===== src/common/slpr_pkg.sv =====
package slpr_pkg;

   // system clock rate
   localparam int CLK_MHZ = 10;

   // opcodes
   localparam logic [7:0] OP_RDSR     = 8'h05;
   localparam logic [7:0] OP_WRITE_ENABLE_CMD     = 8'h06;
   localparam logic [7:0] OP_CLEAR_STATUS_CMD     = 8'h30;
   localparam logic [7:0] OP_LOCK_CLR = 8'ha6;
   localparam logic [7:0] OP_LOCK_RD  = 8'ha7;
   localparam logic [7:0] OP_PWD_RD   = 8'he7;
   localparam logic [7:0] OP_PWD_PGM  = 8'he8;
   localparam logic [7:0] OP_PWD_UNL  = 8'he9;
   localparam logic [7:0] OP_SW_RST   = 8'hf0;

   // frame lengths and counter ceiling in serial clocks
   localparam logic [6:0] CMD_BITS   = 7'h08;
   localparam logic [6:0] PWD_FRAME  = 7'h48;
   localparam logic [6:0] CNT_SAT    = 7'h7f;

   // status byte positions
   localparam int SR_PERR = 6;
   localparam int SR_WEL  = 1;
   localparam int SR_WIP  = 0;

   // values after reset
   localparam logic [63:0] PWD_RST   = 64'hffff_ffff_ffff_ffff;
   localparam logic [2:0]  BP_RST    = 3'h0;

   // times as printed and derived cycle counts
   localparam int TPP_TYP_US  = 340;
   localparam int TPP_MAX_US  = 750;
   localparam int PROGRAM_SUSPEND_LATENCY_US     = 40;
   localparam int ERASE_SUSPEND_LATENCY_US     = 45;
   localparam int RESET_RECOVERY_TIME_NS     = 1000;
   localparam int TPP_TYP_CYC = TPP_TYP_US * CLK_MHZ;
   localparam int TPP_MAX_CYC = TPP_MAX_US * CLK_MHZ;
   localparam int PSL_CYC     = PROGRAM_SUSPEND_LATENCY_US * CLK_MHZ;
   localparam int ESL_CYC     = ERASE_SUSPEND_LATENCY_US * CLK_MHZ;
   localparam int RPH_CYC     = (RESET_RECOVERY_TIME_NS * CLK_MHZ + 999) / 1000;
   localparam int SUSP_CYC    = 4;

   typedef logic [12:0] slpr_tmr_t;

   typedef enum logic [4:0] {
      F_IDLE = 5'h01,
      F_CMD  = 5'h02,
      F_DATA = 5'h04,
      F_OUT  = 5'h08,
      F_DROP = 5'h10
   } slpr_front_e;

   typedef enum logic [6:0] {
      C_STBY  = 7'h01,
      C_BUSY  = 7'h02,
      C_FAIL  = 7'h04,
      C_RECOV = 7'h08,
      C_CONT  = 7'h10,
      C_EMB   = 7'h20,
      C_SUSP  = 7'h40
   } slpr_core_e;

   typedef struct packed {
      logic pwd_mode_sel;
      logic bp_volatile;
   } slpr_cfg_s;

   typedef struct packed {
      logic write_in_progress;
      logic write_enable_latch;
      logic perr;
      logic lock;
   } slpr_stat_s;

endpackage


===== src/logic/slpr_cmd.sv =====
`timescale 1ns/1ns
module slpr_cmd #(
   parameter int unsigned PP_CYC = slpr_pkg::TPP_MAX_CYC
) (
   input  wire logic               clk_i,
   input  wire logic               nrst_i,
   input  wire logic               cs_n_i,
   input  wire logic               sck_i,
   input  wire logic               io0_i,
   input  wire logic               io4_i,
   input  wire slpr_pkg::slpr_cfg_s cfg_i,
   input  wire logic               freeze_set_i,
   input  wire logic               bp_wr_i,
   input  wire logic [2:0]         bp_i,
   input  wire logic               emb_start_i,
   input  wire logic               emb_erase_i,
   input  wire logic               suspend_i,
   input  wire logic               resume_i,
   input  wire logic               cont_enter_i,
   input  wire logic               pgm_fail_i,
   output logic                    so_o,
   output logic                    so_oe_o,
   output slpr_pkg::slpr_stat_s    stat_o,
   output logic [2:0]              bp_o,
   output logic                    freeze_o
);
   import slpr_pkg::*;

   localparam int PSL_LIM = PSL_CYC;
   localparam int ESL_LIM = ESL_CYC;

   logic        sck_q;
   logic        cs_n_q;
   slpr_front_e front_q;
   slpr_core_e  core_q;
   slpr_core_e  core_d;
   slpr_tmr_t   tmr_q;
   slpr_tmr_t   tmr_d;
   slpr_tmr_t   rem_q;
   logic [6:0]  cnt_q;
   logic [6:0]  op_sh_q;
   logic [7:0]  cmd_q;
   logic [7:0]  op_q;
   logic [63:0] data_q;
   logic [63:0] pwd_q;
   logic [5:0]  oc_q;
   logic        mbr_ok_q;
   logic        susp_pend_q;
   logic        emb_erase_q;
   logic        wel_q;
   logic        wip_q;
   logic        perr_q;
   logic        lock_q;
   logic        freeze_q;
   logic [2:0]  bp_q;
   logic        so_q;
   logic        oe_q;

   logic        sck_rise;
   logic        sck_fall;
   logic        cs_rise;
   logic        cs_fall;
   logic        stby;
   logic        last_cmd_bit;
   logic [7:0]  opc;
   logic        end8;
   logic        end72;
   logic        sw_rst;
   logic        clear_status_cmd;
   logic        write_enable_cmd;
   logic        go_clr;
   logic        go_pgm;
   logic        go_unl;
   logic        mode_bit_reset_cmd;
   logic        op_done;
   logic        pwd_match;
   logic        op_fail;
   logic [6:0]  dk;
   logic [5:0]  didx;
   logic [7:0]  sr_byte;
   logic        out_bit;

   // pins are synchronous, edges found against last sample
   assign sck_rise  = sck_i & ~sck_q;
   assign sck_fall  = ~sck_i & sck_q;
   assign cs_rise   = cs_n_i & ~cs_n_q;
   assign cs_fall   = ~cs_n_i & cs_n_q;
   assign stby      = (core_q == C_STBY);
   assign opc       = {op_sh_q, io0_i};
   assign last_cmd_bit = (front_q == F_CMD) && sck_rise && ~cs_n_i
                         && (cnt_q == CMD_BITS - 7'h01);
   assign end8      = cs_rise && (cnt_q == CMD_BITS);
   assign end72     = cs_rise && (cnt_q == PWD_FRAME);
   // reset acts on chip select rise
   assign sw_rst    = end8 && (cmd_q == OP_SW_RST) && (core_q != C_RECOV)
                      && (core_q != C_CONT) && (core_q != C_SUSP);
   assign clear_status_cmd      = end8 && (cmd_q == OP_CLEAR_STATUS_CMD)
                      && (stby || core_q == C_FAIL);
   assign write_enable_cmd      = end8 && (cmd_q == OP_WRITE_ENABLE_CMD) && stby;
   assign go_clr    = end8 && (cmd_q == OP_LOCK_CLR) && stby && wel_q;
   // enabled, in password mode, 64 bits
   assign go_pgm    = end72 && (cmd_q == OP_PWD_PGM) && stby && wel_q
                      && cfg_i.pwd_mode_sel;
   // unlock starts after full 64 bits
   assign go_unl    = end72 && (cmd_q == OP_PWD_UNL) && stby;
   assign mode_bit_reset_cmd       = cs_rise && (core_q == C_CONT) && (cnt_q == CMD_BITS)
                      && mbr_ok_q;
   assign op_done   = (core_q == C_BUSY) && (tmr_q == '0);
   assign pwd_match = (data_q == pwd_q);
   assign op_fail   = ((op_q == OP_PWD_UNL) && !pwd_match)
                      || ((op_q == OP_PWD_PGM) && pgm_fail_i);
   assign dk        = cnt_q - CMD_BITS;
   assign didx      = {dk[5:3], ~dk[2:0]};

   // busy device answers only status and recovery frames
   function automatic slpr_front_e cmd_front(input logic [7:0] op,
                                             input slpr_core_e core,
                                             input logic write_enable_latch,
                                             input logic pwd_sel);
      logic idle;
      idle = (core == C_STBY);
      cmd_front = F_DROP;
      if (core != C_CONT) begin
         case (op)
            OP_RDSR:    cmd_front = F_OUT;
            OP_LOCK_RD: cmd_front = idle ? F_OUT : F_DROP;
            OP_PWD_RD:  cmd_front = (idle && pwd_sel) ? F_OUT : F_DROP;
            OP_PWD_PGM: cmd_front = (idle && write_enable_latch && pwd_sel) ? F_DATA
                                                             : F_DROP;
            OP_PWD_UNL: cmd_front = idle ? F_DATA : F_DROP;
            default:    cmd_front = F_DROP;
         endcase
      end
   endfunction

   always_ff @(posedge clk_i) begin
      if (!nrst_i) begin
         sck_q  <= 1'b0;
         cs_n_q <= 1'b1;
      end else begin
         sck_q  <= sck_i;
         cs_n_q <= cs_n_i;
      end
   end

   // frame sequencing
   always_ff @(posedge clk_i) begin
      if (!nrst_i || cs_n_i) begin
         front_q <= F_IDLE;
      end else if (cs_fall) begin
         front_q <= F_CMD;
      end else if (last_cmd_bit) begin
         front_q <= cmd_front(opc, core_q, wel_q, cfg_i.pwd_mode_sel);
      end
   end

   // serial input shifting
   always_ff @(posedge clk_i) begin
      if (!nrst_i) begin
         cnt_q    <= '0;
         op_sh_q  <= '0;
         cmd_q    <= '0;
         mbr_ok_q <= 1'b0;
         data_q   <= '0;
      end else if (cs_fall) begin
         cnt_q    <= '0;
         mbr_ok_q <= 1'b1;
      end else if (sck_rise && ~cs_n_i) begin
         if (cnt_q != CNT_SAT) begin
            cnt_q <= cnt_q + 7'h01;
         end
         op_sh_q  <= opc[6:0];
         mbr_ok_q <= mbr_ok_q & io0_i & io4_i;
         if (last_cmd_bit) begin
            cmd_q <= opc;
         end
         // low byte first, msb first within byte
         if (front_q == F_DATA && cnt_q < PWD_FRAME) begin
            data_q[didx] <= io0_i;
         end
      end
   end

   always_comb begin
      sr_byte = 8'h00;
      sr_byte[SR_PERR] = perr_q;
      sr_byte[SR_WEL]  = wel_q;
      sr_byte[SR_WIP]  = wip_q;
      case (cmd_q)
         OP_PWD_RD:  out_bit = pwd_q[{oc_q[5:3], ~oc_q[2:0]}];
         // same byte each group of eight
         OP_LOCK_RD: out_bit = (oc_q[2:0] == 3'h7) ? lock_q : 1'b0;
         default:    out_bit = sr_byte[~oc_q[2:0]];
      endcase
   end

   // output driven only in read frames
   always_ff @(posedge clk_i) begin
      if (!nrst_i || cs_n_i) begin
         so_q <= 1'b0;
         oe_q <= 1'b0;
         oc_q <= '0;
      end else if (front_q == F_OUT && sck_fall) begin
         so_q <= out_bit;
         oe_q <= 1'b1;
         oc_q <= oc_q + 6'h01;
      end
   end

   always_comb begin
      core_d = core_q;
      tmr_d  = (tmr_q != '0) ? tmr_q - slpr_tmr_t'(1) : '0;
      case (core_q)
         C_STBY: begin
            if (sw_rst) begin
               core_d = C_RECOV;
               tmr_d  = slpr_tmr_t'(RPH_CYC - 1);
            end else if (cont_enter_i) begin
               core_d = C_CONT;
            end else if (go_clr || go_pgm || go_unl) begin
               // timed ops well under the page bound
               core_d = C_BUSY;
               tmr_d  = slpr_tmr_t'(TPP_TYP_CYC - 1);
            end else if (emb_start_i) begin
               core_d = C_EMB;
               tmr_d  = slpr_tmr_t'(PP_CYC - 1);
            end else if (resume_i && susp_pend_q) begin
               core_d = C_EMB;
               tmr_d  = rem_q;
            end
         end
         C_BUSY: begin
            if (sw_rst) begin
               core_d = C_RECOV;
               tmr_d  = slpr_tmr_t'(RPH_CYC - 1);
            end else if (op_done) begin
               core_d = op_fail ? C_FAIL : C_STBY;
            end
         end
         C_FAIL: begin
            if (sw_rst) begin
               core_d = C_RECOV;
               tmr_d  = slpr_tmr_t'(RPH_CYC - 1);
            end else if (clear_status_cmd) begin
               core_d = C_STBY;
            end
         end
         C_RECOV: begin
            if (tmr_q == '0) begin
               core_d = C_STBY;
            end
         end
         C_CONT: begin
            if (mode_bit_reset_cmd) begin
               core_d = C_STBY;
            end
         end
         C_EMB: begin
            if (sw_rst) begin
               core_d = C_RECOV;
               tmr_d  = slpr_tmr_t'(RPH_CYC - 1);
            end else if (suspend_i) begin
               core_d = C_SUSP;
               tmr_d  = slpr_tmr_t'(SUSP_CYC - 1);
            end else if (tmr_q == '0) begin
               core_d = C_STBY;
            end
         end
         C_SUSP: begin
            if (tmr_q == '0) begin
               core_d = C_STBY;
            end
         end
         default: core_d = C_STBY;
      endcase
   end

   always_ff @(posedge clk_i) begin
      if (!nrst_i) begin
         core_q <= C_STBY;
         tmr_q  <= '0;
         wip_q  <= 1'b0;
      end else begin
         core_q <= core_d;
         tmr_q  <= tmr_d;
         // busy flag over busy, embedded, suspend and failed states
         wip_q  <= (core_d == C_BUSY) || (core_d == C_FAIL)
                   || (core_d == C_EMB) || (core_d == C_SUSP);
      end
   end

   // operation bookkeeping and suspend remainder
   always_ff @(posedge clk_i) begin
      if (!nrst_i) begin
         op_q        <= '0;
         rem_q       <= '0;
         susp_pend_q <= 1'b0;
         emb_erase_q <= 1'b0;
      end else begin
         if (go_clr || go_pgm || go_unl) begin
            op_q <= cmd_q;
         end
         if (stby && emb_start_i && !sw_rst && !cont_enter_i) begin
            emb_erase_q <= emb_erase_i;
         end
         if (sw_rst || (stby && resume_i)) begin
            susp_pend_q <= 1'b0;
         end else if (core_q == C_EMB && suspend_i) begin
            rem_q       <= tmr_q;
            susp_pend_q <= 1'b1;
         end
      end
   end

   always_ff @(posedge clk_i) begin
      if (!nrst_i) begin
         wel_q <= 1'b0;
      end else if (sw_rst) begin
         wel_q <= 1'b0;
      end else if (write_enable_cmd) begin
         wel_q <= 1'b1;
      end else if (op_done && op_q != OP_PWD_UNL) begin
         wel_q <= 1'b0;
      end
   end

   // clear first so a coincident failure still sets the flag
   always_ff @(posedge clk_i) begin
      if (!nrst_i) begin
         perr_q <= 1'b0;
      end else begin
         if (sw_rst || clear_status_cmd) begin
            perr_q <= 1'b0;
         end
         if (op_done && op_fail) begin
            perr_q <= 1'b1;
         end
      end
   end

   // power-up lock follows the protection mode
   always_ff @(posedge clk_i) begin
      if (!nrst_i) begin
         lock_q <= cfg_i.pwd_mode_sel;
      end else if (op_done && op_q == OP_LOCK_CLR) begin
         lock_q <= 1'b0;
      end else if (op_done && op_q == OP_PWD_UNL && pwd_match) begin
         lock_q <= 1'b1;
      end
   end

   // password reloads PWD_RST on hardware reset only, untouched by software reset
   always_ff @(posedge clk_i) begin
      if (!nrst_i) begin
         pwd_q <= PWD_RST;
      end else if (op_done && op_q == OP_PWD_PGM && !pgm_fail_i) begin
         pwd_q <= data_q;
      end
   end

   always_ff @(posedge clk_i) begin
      if (!nrst_i) begin
         freeze_q <= 1'b0;
      end else if (freeze_set_i) begin
         freeze_q <= 1'b1;
      end
   end

   always_ff @(posedge clk_i) begin
      if (!nrst_i) begin
         bp_q <= BP_RST;
      end else if (sw_rst && cfg_i.bp_volatile && !freeze_q) begin
         bp_q <= BP_RST;
      end else if (bp_wr_i && !freeze_q) begin
         bp_q <= bp_i;
      end
   end

   assign so_o     = so_q;
   assign so_oe_o  = oe_q;
   assign stat_o   = '{write_in_progress: wip_q, write_enable_latch: wel_q, perr: perr_q, lock: lock_q};
   assign bp_o     = bp_q;
   assign freeze_o = freeze_q;
endmodule


===== config.mk =====
export PLATFORM = sky130hd
export DESIGN_NAME = slpr_cmd
export DESIGN_NICKNAME = d
export VERILOG_FILES = /design/src/common/slpr_pkg.sv /design/src/logic/slpr_cmd.sv
export SDC_FILE = /design/constraint.sdc
export NUM_CORES = 1
export LEC_CHECK = 0
export ABC_CLOCK_PERIOD_IN_PS = 2600
export BUFFER_PORTS_ARGS = -buffer_cell sky130_fd_sc_hd__buf_4
export CAP_MARGIN = 20
export CORE_ASPECT_RATIO = 1.2
export CORE_MARGIN = 4
export CORE_UTILIZATION = 55
export DETAILED_ROUTE_END_ITERATION = 7
export GPL_TIMING_DRIVEN = 0
export PLACE_DENSITY = 0.72
export REMOVE_ABC_BUFFERS = 1
export SETUP_SLACK_MARGIN = 0.05
export SYNTH_ARGS = -nofsm -noshare
export SYNTH_HDL_FRONTEND = slang
export SYNTH_SLANG_ARGS = --single-unit
export TNS_END_PERCENT = 10

===== constraint.sdc =====
create_clock -name clk_i -period 2.6 [get_ports clk_i]
set_input_delay 0.39 -clock clk_i [delete_from_list [all_inputs] [get_ports clk_i]]
set_output_delay 0.39 -clock clk_i [all_outputs]
set_load 0.02 [all_outputs]

==> metrics.log, run 1 <==
INFO  metric routed-via-count = 9272
INFO  metric path_common_cell = or4_4
INFO  metric finalCritPeriodShare = 96.16%
INFO  metric yosysWarnings = 0
INFO  metric syn2layout_area_growth = 11.38%
INFO  metric synthXorXnorAreaFrac = 7.064%
INFO  metric path_max_fanout = 32
INFO  metric cp-end-kind = flop
INFO  metric ios = 29
INFO  metric clock_net_sink_count = 216
INFO  metric min_setup_slack_post_route = 0.09987 ns
INFO  metric post_route_cells_drive_above_1_share = 11.60%
INFO  metric cts-root-buf = clkbuf_16
INFO  metric vdd_drop_max = 0.0005367 V
INFO  metric num-nets-final = 1322
INFO  metric fin_util = 63.03%
INFO  metric detail_route.first_pass.iterations = 6
INFO  metric core_area = 19060 um^2
INFO  metric core.rowCount = 55
INFO  metric worst_hold_path.endpoint = freeze_o
INFO  metric proportion_of_register_bits_with_asynchronous_set_or_reset_after_synthesis = 0%
INFO  metric hp-start = freeze_set_i
INFO  metric ys_types = 76
INFO  metric postSynthRegisterBits = 216
INFO  metric clock_tree.htree_level_count = 1
INFO  metric clock_tree.buffer_depth = 3
INFO  metric final_antenna_net_count = 0
INFO  metric grt_setup_unrepaired = yes
INFO  metric place_ws = -0.6694 ns
INFO  metric die_h = 161.4 um
INFO  metric synth_ff_type = dfxtp_1
INFO  metric route.detailed.vias_per_inst = 5.921
INFO  metric worst_clock_skew_on_the_final_layout = 0.01591 ns
INFO  metric critPathKind = reg -> reg
INFO  metric drc = 0
INFO  metric congestion_overflow_gr = 0
INFO  metric status = finished, final reports clean
INFO  metric via_count_of_the_first_global_routing_pass = 8821
INFO  metric path_clk_slew = 0.06 ns
INFO  metric critical_path_required = 2.92 ns
INFO  metric synth.mux.area_fraction = 10.52%
INFO  metric die_area = 21930 um^2
INFO  metric global_route.usage.total = 26.13%
INFO  metric synth_simple_gate_area_share = 28.22%
INFO  metric detail_route.wl_per_cell = 18.48 um
INFO  metric worst-endpoint-arrival = 2.83 ns
INFO  metric worst_hold_path_type = in -> reg
INFO  metric max_stage_delay = 0.69 ns
INFO  metric cts_buffers = 23
INFO  metric synth_edf_count = 1
INFO  metric max_cap_viols = 0
INFO  metric synthesis.area = 10790 um^2
INFO  metric r2r_setup_slack = 0.1 ns
INFO  metric cpMaxStageDelayCell = or4_4
INFO  metric yosysTopAreaCellShare = 39.90%
INFO  metric worstSkewPairLatency = 0.51 ns
INFO  metric timing.max_slew.rel_slack = 31.60%
INFO  metric layout_min_cycle_time = 2.500 ns
INFO  metric largest_family_of_logic_cells_by_synthesized_area = simple AND/OR/NAND/NOR gates
INFO  metric synth_seq_area_share = 40.18%
INFO  metric gp_congestion = 0.9122
INFO  metric worst_hold_path_cell_count = 3
INFO  metric cts_tree = done
INFO  metric r2r_cells = 6
INFO  metric top_area_cells_in_the_synthesized_netlist = dfxtp_1 40%, mux2i_1 7.7%, nand2_1 7.4%, nor2_1 7.3%, xnor2_1 4.9%
INFO  metric power.static_leakage = 0.004329 uW
INFO  metric cp_cell_sequence = nor4_4, nand2b_2, or4_4, or4_4, nand2_1, nand3_1
INFO  metric dr.first_iter.drc_count = 839
INFO  metric antenna_violations_before_repair = 0
INFO  metric synth_top_area_cell = dfxtp_1
INFO  metric numPortBuffers = 27
INFO  metric worstSetupStartpointType = flop
INFO  metric yosys.area_share.adder = 0.8120%
INFO  metric power_per_cell_area = 673.9 nW/um^2
INFO  metric report.final.slew_viol_count = 0
INFO  metric grt_pass1_wl = 46.64 mm
INFO  metric area_fraction_in_compound_gates_after_synthesis = 8.630%
INFO  metric dp_hpwl = 18.36 mm
INFO  metric final_setup_fails = 0
INFO  metric finalWirelength = 28.94 mm
INFO  metric r2r-end = pwd_q[55]
INFO  metric n_antenna_cell = 0
INFO  metric critical_path.reg2reg.startpoint = tmr_q[7]
INFO  metric number_of_inserted_filler_cells_in_the_final_layout = 1658
INFO  metric largest_net_degree_at_the_start_of_global_routing = 84
INFO  metric syn_avg_cell_area = 8.272 um^2
INFO  metric die_w = 135.8 um
INFO  metric fmax = 400.0 MHz
INFO  metric post_synth_inst_count = 1304
INFO  metric floorplan.initialDensity = 56.59%
INFO  metric finalHoldViolations = 0
INFO  metric worst_pin_slew = 1.026 ns
==> cells in the final DEF (no fill, tap or decap), types with 4 or more instances in the layout <==
cell       instances
nor4_1             9
dfxtp_2            6
mux4_2            13
or4_1              6
o31ai_1            4
ha_1               6
o221ai_1           5
xnor2_1           60
inv_1             16
o21a_1             8
dfxtp_1          207
clkinv_2           5
nand2_1          208
o22ai_1            8
a31oi_1            7
xor2_1            27
or3_1              8
nand2_2            7
o21ai_0           24
mux2i_1           83
and3_1             7
and2_1             7
nor4_4             4
and4_1             4
buf_4             38
clkbuf_16         23
nand4_1           25
nand2b_1          14
o21ai_1            7
nor2_1           207
clkbuf_8           8
a21oi_1           57
nor3_1            20
nand3_1           85
or4_4              5
==> critical path: cells and delay by family (launching register included) <==
kind | cells | cell delay (ns)
AND/OR/NAND/NOR | 6 | 1.95
flip-flops | 1 | 0.37
==> synthesized netlist by cell type, types with 8 or more instances <==
cell type  instances
dfxtp_1          215
nand2_1          214
nor2_1           209
nand3_1           87
mux2i_1           83
xnor2_1           60
a21oi_1           59
clkbuf_1          43
xor2_1            27
nand4_1           25
o21ai_0           24
nor3_1            22
inv_1             16
nand2b_1          14
buf_2             13
buf_6             13
mux4_2            13
nor4_1            10
and2_1             8
o21a_1             8
o22ai_1            8
or3_1              8
or4_1              8
==> flip-flops by register name (all words and copies together), names as in the netlist, 3 cells and up <==
register and flops:
rem_q 13, cmd_q 8, cnt_q 7, front_q 5
core_q 7, oc_q 6, bp_o 3, op_sh_q 7
tmr_q 13, op_q 8, data_q 64, pwd_q 64
==> kinds of logic (layout without fill, tap and decap cells) <==
logic type / Yosys count / in the layout
buffers and inverters: 95 / 100
multiplexers: 97 / 97
AO/OA/AOI/OAI: 150 / 150
XOR/XNOR: 87 / 87
AND/OR/NAND/NOR: 652 / 653
adder cells (fa/ha/maj): 7 / 7
flip-flops: 216 / 216
==> power by group <==
part           total, uW  leakage [uW]  switching, uW  internal, uW
Clock               3260      0.000380           1330          1940
Combinational       1260       0.00220            744           513
Sequential          3570       0.00175            152          3420
Total               8100       0.00433           2220          5870
==> timing repair <==
item,4_1_cts,5_1_grt
setup endpoints to repair,132,129
gates cloned,1,0
pin swaps,106,7
hold buffers,0,0
buffers inserted,7,4
gates resized for setup,18,27
==> through the flow <==
step / hold slack, ns / cell area [um^2] / total power (uW) / TNS (ns) / instances
floorplan: 0.4317 / 10360 / 4478 / -37.84 / 1226
global placement: 0.4378 / 10880 / 4790 / -164.15 / 1509
detailed placement: 0.4422 / 10990 / 4825 / -36.26 / 1515
CTS: 0.08511 / 11870 / 8108 / -0.0002587 / 1562
global route: 0.1185 / 12010 / 8404 / -0.1934 / 1566
finish: 0.09232 / 12010 / 8096 / 0 / 1566
==> area by class of cell <==
type / instances / area [um^2] / area share (%)
multi-input combinational: 994 / 6127 / 51.00
clock buffer: 32 / 689.4 / 5.738
clock inverter: 7 / 63.81 / 0.5311
tap: 256 / 320.3 / 2.666
timing repair buffer: 44 / 397.9 / 3.312
sequential: 216 / 4349 / 36.20
inverter: 17 / 66.31 / 0.5520
==> per-layer routing <==
| metal | wire length (um) | global-route usage, % | vias up |
|---|---|---|---|
| met3 | 2011 | 3.925 | 80 |
| met1 | 11850 | 33.61 | 4373 |
| li1 | - | - | 4450 |
| met2 | 14000 | 44.68 | 369 |
| met5 | 0 | 0 | - |
| met4 | 1075 | 9.074 | 0 |
==> worst max-delay path by stage <==
stage | startpoint | end | slack [ns] | depth (start not counted)
after floorplan | tmr_q[6] | pwd_q[0] | -0.59 | 6
after global placement | core_q[6] | pwd_q[51] | -2.08 | 5
after detailed placement | core_q[6] | tmr_q[4] | -0.67 | 7
after CTS | core_q[4] | pwd_q[26] | -0.0003 | 5
after global routing | tmr_q[2] | pwd_q[9] | -0.03 | 6
final | tmr_q[7] | pwd_q[55] | 0.1 | 6
Note: power is estimated with default switching activity, not from simulation.
==> run 2: changes to the inputs <==
Settings changed: CORE_UTILIZATION 55 to 35, PLACE_DENSITY 0.72 to default.
==> metrics.log, run 2 (synthesis gave the netlist of run 1 again) <==
INFO  metric status = finished, final reports clean
INFO  metric congestion_overflow_gr = 0 (unchanged)
INFO  metric max_stage_delay = 0.71 ns (+0.02 ns)
INFO  metric final_cell_mix = 211 x nand2_1, 207 x nor2_1, 205 x dfxtp_1
INFO  metric worstSetupPathDepth = 6 (unchanged)
INFO  metric max_cap_viols = 0 (unchanged)
INFO  metric core.rowCount = 70 (+27%)
INFO  metric worst_clock_skew_on_the_final_layout = 0.01713 ns (+0.001224 ns)
INFO  metric die_area = 33700 um^2 (+54%)
INFO  metric detail_route.wl_per_cell = 18.20 um (-1.5%)
INFO  metric floorplan.initialDensity = 35.39% (-21 points)
INFO  metric power_per_cell_area = 703.3 nW/um^2 (+4.4%)
INFO  metric most_common_cell_after_layout_fill_and_taps_aside = nand2_1
INFO  metric grt_setup_unrepaired = yes
INFO  metric clock_net_sink_count = 216 (unchanged)
INFO  metric die_w = 168.3 um (+24%)
INFO  metric path_max_fanout = 32 (unchanged)
INFO  metric ios = 29 (unchanged)
INFO  metric final_antenna_net_count = 0 (unchanged)
INFO  metric via_count_of_the_first_global_routing_pass = 8910 (+1.0%)
INFO  metric gp_congestion = 0.9005 (-1.3%)
INFO  metric clock_tree.buffer_depth = 3 (unchanged)
INFO  metric worst-endpoint-arrival = 2.87 ns (+0.04 ns)
INFO  metric placed_cells_incl_taps = 1654 (+9.2%)
INFO  metric worst_hold_path_cell_count = 3 (unchanged)
INFO  metric critical_path_required = 2.95 ns (+0.03 ns)
INFO  metric syn2layout_area_growth = 14.13%
INFO  metric hp-start = freeze_set_i
INFO  metric finalHoldViolations = 0 (unchanged)
INFO  metric ctsHoldBuffers = 0 (unchanged)
INFO  metric num-nets-final = 1331 (+0.68%)
INFO  metric critical_path.reg2reg.startpoint = tmr_q[9]
INFO  metric die_h = 200.3 um (+24%)
INFO  metric multi_input_area = 6131 um^2 (about the same)
INFO  metric r2r-end = pwd_q[45]
INFO  metric biggestRegsByFlops = data_q: 64 flops, pwd_q: 64 flops
INFO  metric routed-via-count = 9232 (-0.43%)
INFO  metric detail_route.first_pass.iterations = 5 (-1)
INFO  metric clock_tree.htree_level_count = 1 (unchanged)
INFO  metric largest_net_degree_at_the_start_of_global_routing = 84 (unchanged)
INFO  metric path_common_cell = or4_4
INFO  metric finalSetupTns = 0 ns (unchanged)
INFO  metric worst_hold_path_type = in -> reg
INFO  metric post_route_cells_drive_above_1_share = 11.93% (+0.33 points)
INFO  metric critical_path.n_buffers_inverters = 0 (unchanged)
INFO  metric critPathTopFamily = simple AND/OR/NAND/NOR gates
INFO  metric n_antenna_cell = 0 (unchanged)
INFO  metric global_route.usage.total = 17.98% (-8.2 points)
INFO  metric fmax = 397.9 MHz (-0.51%)
INFO  metric cpMaxStageDelayCell = or4_4
INFO  metric layout_min_cycle_time = 2.513 ns (+0.01288 ns)
INFO  metric antenna_violations_before_repair = 0 (unchanged)
INFO  metric cts_tree = done
INFO  metric finished_layout_cells = 1720 (+9.8%)
INFO  metric cts_buffers = 25 (+8.7%)
INFO  metric final_setup_fails = 0 (unchanged)
INFO  metric timing.max_slew.rel_slack = 30.23% (-1.4 points)
INFO  metric vdd_drop_max = 0.0004393 V (-18%)
INFO  metric report.final.slew_viol_count = 0 (unchanged)
INFO  metric dp_hpwl = 19.38 mm (+5.6%)
INFO  metric path_clk_slew = 0.06 ns (about the same)
INFO  metric cp_cell_sequence = nor4_4, nand2b_4, or4_4, or4_4, nand2_1, nand3_1
INFO  metric number_of_inserted_filler_cells_in_the_final_layout = 3096 (+87%)
INFO  metric cp-end-kind = flop
INFO  metric r2r_setup_slack = 0.09 ns (about the same)
INFO  metric sequential_cell_area = 4349 um^2 (unchanged)
INFO  metric dr.first_iter.drc_count = 808 (-3.7%)
INFO  metric critPathKind = reg -> reg
INFO  metric core_area = 30480 um^2 (+60%)
INFO  metric worstSetupStartpointType = flop
INFO  metric power.static_leakage = 0.004391 uW (+1.4%)
INFO  metric numPortBuffers = 27 (unchanged)
INFO  metric route.detailed.vias_per_inst = 5.367 (-9.3%)
INFO  metric drc = 0 (unchanged)
INFO  metric cts-root-buf = clkbuf_16
INFO  metric crit_path_start = tmr_q[9]
INFO  metric timing.critical_path.to = pwd_q[45]
INFO  metric grt_pass1_wl = 49.59 mm (+6.3%)
INFO  metric worst_pin_slew = 1.047 ns (+0.02064 ns)
INFO  metric finalCritPeriodShare = 96.65% (+0.50 points)
INFO  metric r2r_cells = 6 (unchanged)
INFO  metric worstSkewPairLatency = 0.53 ns (+0.02 ns)
INFO  metric finalWirelength = 31.31 mm (+8.2%)
-- run 2: cell types whose count changed in the layout (fill, tap and decap cells not counted), moves of 3 or more --
cell | previous run | this run
buf_4 | 38 | 44
clkbuf_1 | 1 | 6
clkbuf_8 | 8 | 4
bufinv_16 | 1 | 4
dfxtp_2 | 6 | 9
nand2_1 | 208 | 211
nand2_2 | 7 | 4
-- run 2: where the power goes --
group / total, uW / leakage, uW / internal, uW / switching (uW)
clock: 3700 / 0.000428 / 2280 / 1420
combinational: 1370 / 0.00221 / 570 / 801
sequential: 3590 / 0.00175 / 3420 / 162
-- run 2: cell type report --
| cell class | instances | area share (%) |
|---|---|---|
| multi-input cells | 996 | 49.80 |
| flip-flops and latches | 216 | 35.33 |
| clock buffers | 35 | 5.712 |
| well taps | 396 | 4.025 |
| repair buffers | 49 | 3.303 |
| clock inverters | 11 | 1.291 |
| inverters | 17 | 0.5387 |
-- run 2: worst min path at each step --
stage / slack, ns / endpoint
4_1_cts: 0.06 / freeze_o
5_1_grt: 0.09 / freeze_o
2_1_floorplan: 0.43 / rem_q[10]
3_3_place_gp: 0.44 / rem_q[11]
6_report: 0.07 / freeze_o
3_5_place_dp: 0.44 / rem_q[6]
-- run 2: timing repair --
action / in CTS / in global routing
gates resized for setup: 19 / 20
setup buffers: 14 / 3
setup endpoints to repair: 143 / 88
cloned: 2 / 1
pin swaps: 8 / 7
-- run 2: through the flow --
step / hold WS [ns] / worst slack, ns / total power (uW) / util, % / instance area (um^2)
6_report: 0.07450 / 0.08699 / 8658 / 40.39 / 12310
5_1_grt: 0.09012 / -0.0007268 / 9021 / 40.39 / 12310
4_1_cts: 0.05563 / 0.005983 / 8649 / 40.08 / 12220
3_5_place_dp: 0.4449 / -0.7542 / 4852 / 36.56 / 11140
3_3_place_gp: 0.4397 / -2.167 / 4821 / 36.27 / 11060
2_1_floorplan: 0.4317 / -0.5912 / 4478 / - / 10360
-- run 2: metal layers --
metal  vias to the layer above  global-route usage, %  wire [um]
met5                         -                      0          0
met3                        64                  3.000       1764
li1                       4488                      -          -
met4                         0                  5.219        920
met1                      4423                  23.38      13550
met2                       257                  30.67      15070
-- run 2: tightest hold or removal path, cell delays in order --
cell	delay, ns
buf_4	0.08
nor2_1	0.03
nor2_1	0.06
==> run 3: changes to the inputs <==
Settings changed: ABC_AREA from default to 1.
==> metrics.log, run 3 <==
INFO  metric synth_edf_count = 1 (unchanged)
INFO  metric r2r-end = pwd_q[29]
INFO  metric path_max_fanout = 14 (-56%)
INFO  metric critPathKind = reg -> reg
INFO  metric post_synth_inst_count = 1729 (+33%)
INFO  metric detail_route.first_pass.iterations = 5 (unchanged)
INFO  metric cts_tree = done
INFO  metric ctsHoldBuffers = 0 (unchanged)
INFO  metric max_stage_delay = 0.30 ns (-0.41 ns)
INFO  metric die_area = 35660 um^2 (+5.8%)
INFO  metric final_antenna_net_count = 0 (unchanged)
INFO  metric power_per_cell_area = 652.5 nW/um^2 (-7.2%)
INFO  metric path_common_cell = nand3_1
INFO  metric min_setup_slack_post_route = 0.1296 ns (+0.04256 ns)
INFO  metric drc = 0 (unchanged)
INFO  metric cp-end-kind = flop
INFO  metric status = finished, final reports clean
INFO  metric max_cap_viols = 0 (unchanged)
INFO  metric n_antenna_cell = 0 (unchanged)
INFO  metric grt_setup_unrepaired = yes
INFO  metric place_ws = -1.085 ns (-0.3309 ns)
INFO  metric timing.max_slew.rel_slack = 33.92% (+3.7 points)
INFO  metric final_setup_fails = 0 (unchanged)
INFO  metric post-synth-top-count-cell = nand2_1
INFO  metric total_power = 8464 uW (-2.2%)
INFO  metric worst_pin_slew = 0.9876 ns (-0.05898 ns)
INFO  metric gp_congestion = 0.9076 (+0.79%)
INFO  metric die_h = 206.1 um (+2.9%)
INFO  metric yosysWarnings = 0 (unchanged)
INFO  metric synth_ff_type = dfxtp_1
INFO  metric layout_min_cycle_time = 2.470 ns (-0.04256 ns)
INFO  metric post_route_cells_drive_above_1_share = 7.758% (-4.2 points)
INFO  metric congestion_overflow_gr = 0 (unchanged)
INFO  metric r2r_cells = 10 (+4)
INFO  metric synth.top_cells.by_count = 442 x nand2_1, 226 x inv_1, 215 x dfxtp_1, 191 x nor2_1, 150 x a21oi_1
INFO  metric cp_cell_sequence = inv_1, ha_1, nand3_1, nor2_2, nand3_4, nor2_4, buf_4, nand3_2, nand2_1, nand3_1
INFO  metric dp_hpwl = 22.33 mm (+15%)
INFO  metric antenna_violations_before_repair = 0 (unchanged)
INFO  metric report.final.slew_viol_count = 0 (unchanged)
INFO  metric worstSetupStartpointType = flop
INFO  metric finalHoldViolations = 0 (unchanged)
INFO  metric multi_input_area = 6028 um^2 (-1.7%)
INFO  metric hp-start = sck_i
INFO  metric finalWirelength = 33.72 mm (+7.7%)
INFO  metric syn2layout_area_growth = 13.37%
INFO  metric cts-root-buf = clkbuf_16
INFO  metric num-nets-final = 1761 (+32%)
INFO  metric power.static_leakage = 0.005878 uW (+34%)
INFO  metric detail_route.wl_per_cell = 15.61 um (-14%)
INFO  metric clock_tree.buffer_depth = 3 (unchanged)
INFO  metric postSynthRegisterBits = 216 (unchanged)
INFO  metric fmax = 404.8 MHz (+1.7%)
INFO  metric routed-via-count = 11270 (+22%)
INFO  metric fin_util = 40.22% (-0.17 points)
INFO  metric syn_avg_cell_area = 6.617 um^2 (-20%)
INFO  metric yosysTopAreaCellShare = 37.62% (-2.3 points)
INFO  metric largest_net_degree_at_the_start_of_global_routing = 98 (+17%)
INFO  metric worstSkewPairLatency = 0.54 ns (about the same)
INFO  metric core.rowCount = 72 (+2.9%)
INFO  metric final_cell_mix = 441 x nand2_1, 223 x inv_1, 213 x dfxtp_1
INFO  metric r2r_setup_slack = 0.13 ns (+0.04 ns)
INFO  metric global_route.usage.total = 18.49% (+0.51 points)
INFO  metric path_clk_slew = 0.06 ns (about the same)
INFO  metric most_common_cell_after_layout_fill_and_taps_aside = nand2_1
INFO  metric dr.first_iter.drc_count = 747 (-7.5%)
INFO  metric number_of_inserted_filler_cells_in_the_final_layout = 3410 (+10%)
INFO  metric critical_path_required = 2.95 ns (about the same)
INFO  metric cts_buffers = 25 (unchanged)
INFO  metric ios = 29 (unchanged)
INFO  metric biggestRegsByFlops = data_q: 64 flops, pwd_q: 64 flops
INFO  metric route.detailed.vias_per_inst = 5.219 (-2.8%)
INFO  metric worst_hold_path.endpoint = sck_q
INFO  metric clock_tree.htree_level_count = 1 (unchanged)
INFO  metric worst_hold_path_cell_count = 3 (unchanged)
INFO  metric cpMaxStageDelayCell = nand3_2
INFO  metric proportion_of_register_bits_with_asynchronous_set_or_reset_after_synthesis = 0% (unchanged)
INFO  metric top_area_cells_in_the_synthesized_netlist = dfxtp_1 38%, nand2_1 15%, inv_1 7.4%, a21oi_1 6.6%, nor2_1 6.3%
INFO  metric vdd_drop_max = 0.0005460 V (+24%)
INFO  metric synth_top_area_cell = dfxtp_1
INFO  metric finalCritPeriodShare = 95.02% (-1.6 points)
INFO  metric sequential_cell_area = 4337 um^2 (-0.29%)
INFO  metric die_w = 173.0 um (+2.8%)
INFO  metric numPortBuffers = 27 (unchanged)
INFO  metric via_count_of_the_first_global_routing_pass = 10620 (+19%)
INFO  metric worst-endpoint-arrival = 2.82 ns (-0.05 ns)
INFO  metric grt_pass1_wl = 54.81 mm (+11%)
INFO  metric synth_seq_area_share = 37.88% (-2.3 points)
INFO  metric worst_hold_path_type = in -> reg
INFO  metric finalSetupTns = 0 ns (unchanged)
INFO  metric core_area = 32250 um^2 (+5.8%)
INFO  metric ys_types = 41 (-46%)
INFO  metric worst_clock_skew_on_the_final_layout = 0.03244 ns (+0.01531 ns)
INFO  metric clock_net_sink_count = 216 (unchanged)
INFO  metric synthesis.area = 11440 um^2 (+6.1%)
INFO  metric floorplan.initialDensity = 35.47% (+0.085 points)
INFO  metric critical_path.reg2reg.startpoint = tmr_q[0]
run 3: cell types whose count changed after synthesis, moves of 25 or more:
cell	delta
o211ai_1	+58
o21a_1	+25
xnor2_1	-60
inv_1	+210
a311oi_1	+25
nand2_1	+228
mux2i_1	-83
a21oi_1	+91
o21ai_0	+43
run 3: logic make-up after synthesis:
group	after synthesis	share of synthesized area, %
flip-flops	216	37.88
AO/OA/AOI/OAI	355	18.77
adder cells (fa/ha/maj)	7	0.7655
buffers and inverters	303	10.30
XOR/XNOR	19	1.520
AND/OR/NAND/NOR	829	30.76
run 3: power by group:
group          switching, uW  leakage (uW)  internal, uW
Combinational           1030       0.00373           525
Clock                   1420      0.000393          1990
Sequential              83.3       0.00175          3420
Total                   2530       0.00588          5930
run 3: area by class of cell:
cell class / instances / area share, %
clock buffers: 39 / 5.845
clock inverters: 6 / 0.2797
inverters: 236 / 6.964
multi-input cells: 1212 / 46.47
flip-flops and latches: 216 / 33.43
well taps: 407 / 3.926
repair buffers: 44 / 3.077
run 3: per-layer routing:
metal  GRT usage (%)  share of wire (%)  vias to the layer above
met4           8.526                4.9                        0
met2           32.63                 48                      304
li1                -                  -                     5687
met3           2.250                4.7                      110
met1           22.64                 43                     5173
met5               0                  0                        -
run 3: repair_timing:
item                       4_1_cts  5_1_grt
cloned                           3        0
pin swaps                        2        4
setup buffers                    3        5
gates resized for setup         10       12
setup endpoints to repair      135      128
run 3: how the worst max path moves through the flow:
stage | endpoint | start | slack, ns
after global routing | pwd_q[10] | tmr_q[0] | 0.02
after detailed placement | oc_q[0] | nrst_i | -1.09
after floorplan | pwd_q[10] | tmr_q[0] | -1.59
final | pwd_q[29] | tmr_q[0] | 0.13
after global placement | oc_q[0] | nrst_i | -3.85
after CTS | wip_q | cnt_q[0] | -0.07
run 3: stage by stage:
| stage | std cells | hold WS, ns | instance area, um^2 |
|---|---|---|---|
| 2_1_floorplan | 1662 | 0.4235 | 11150 |
| 3_3_place_gp | 2096 | 0.4302 | 11860 |
| 3_5_place_dp | 2102 | 0.4369 | 11970 |
| 4_1_cts | 2153 | 0.03276 | 12890 |
| 5_1_grt | 2160 | 0.05318 | 12970 |
| 6_report | 2160 | 0.05319 | 12970 |
run 3: critical path: cells and delay by family, from the launching register on:
family	cells	cell delay, ns
adder cells (fa/ha/maj)	1	0.24
buffers and inverters	2	0.30
flip-flops	1	0.29
AND/OR/NAND/NOR	7	1.45
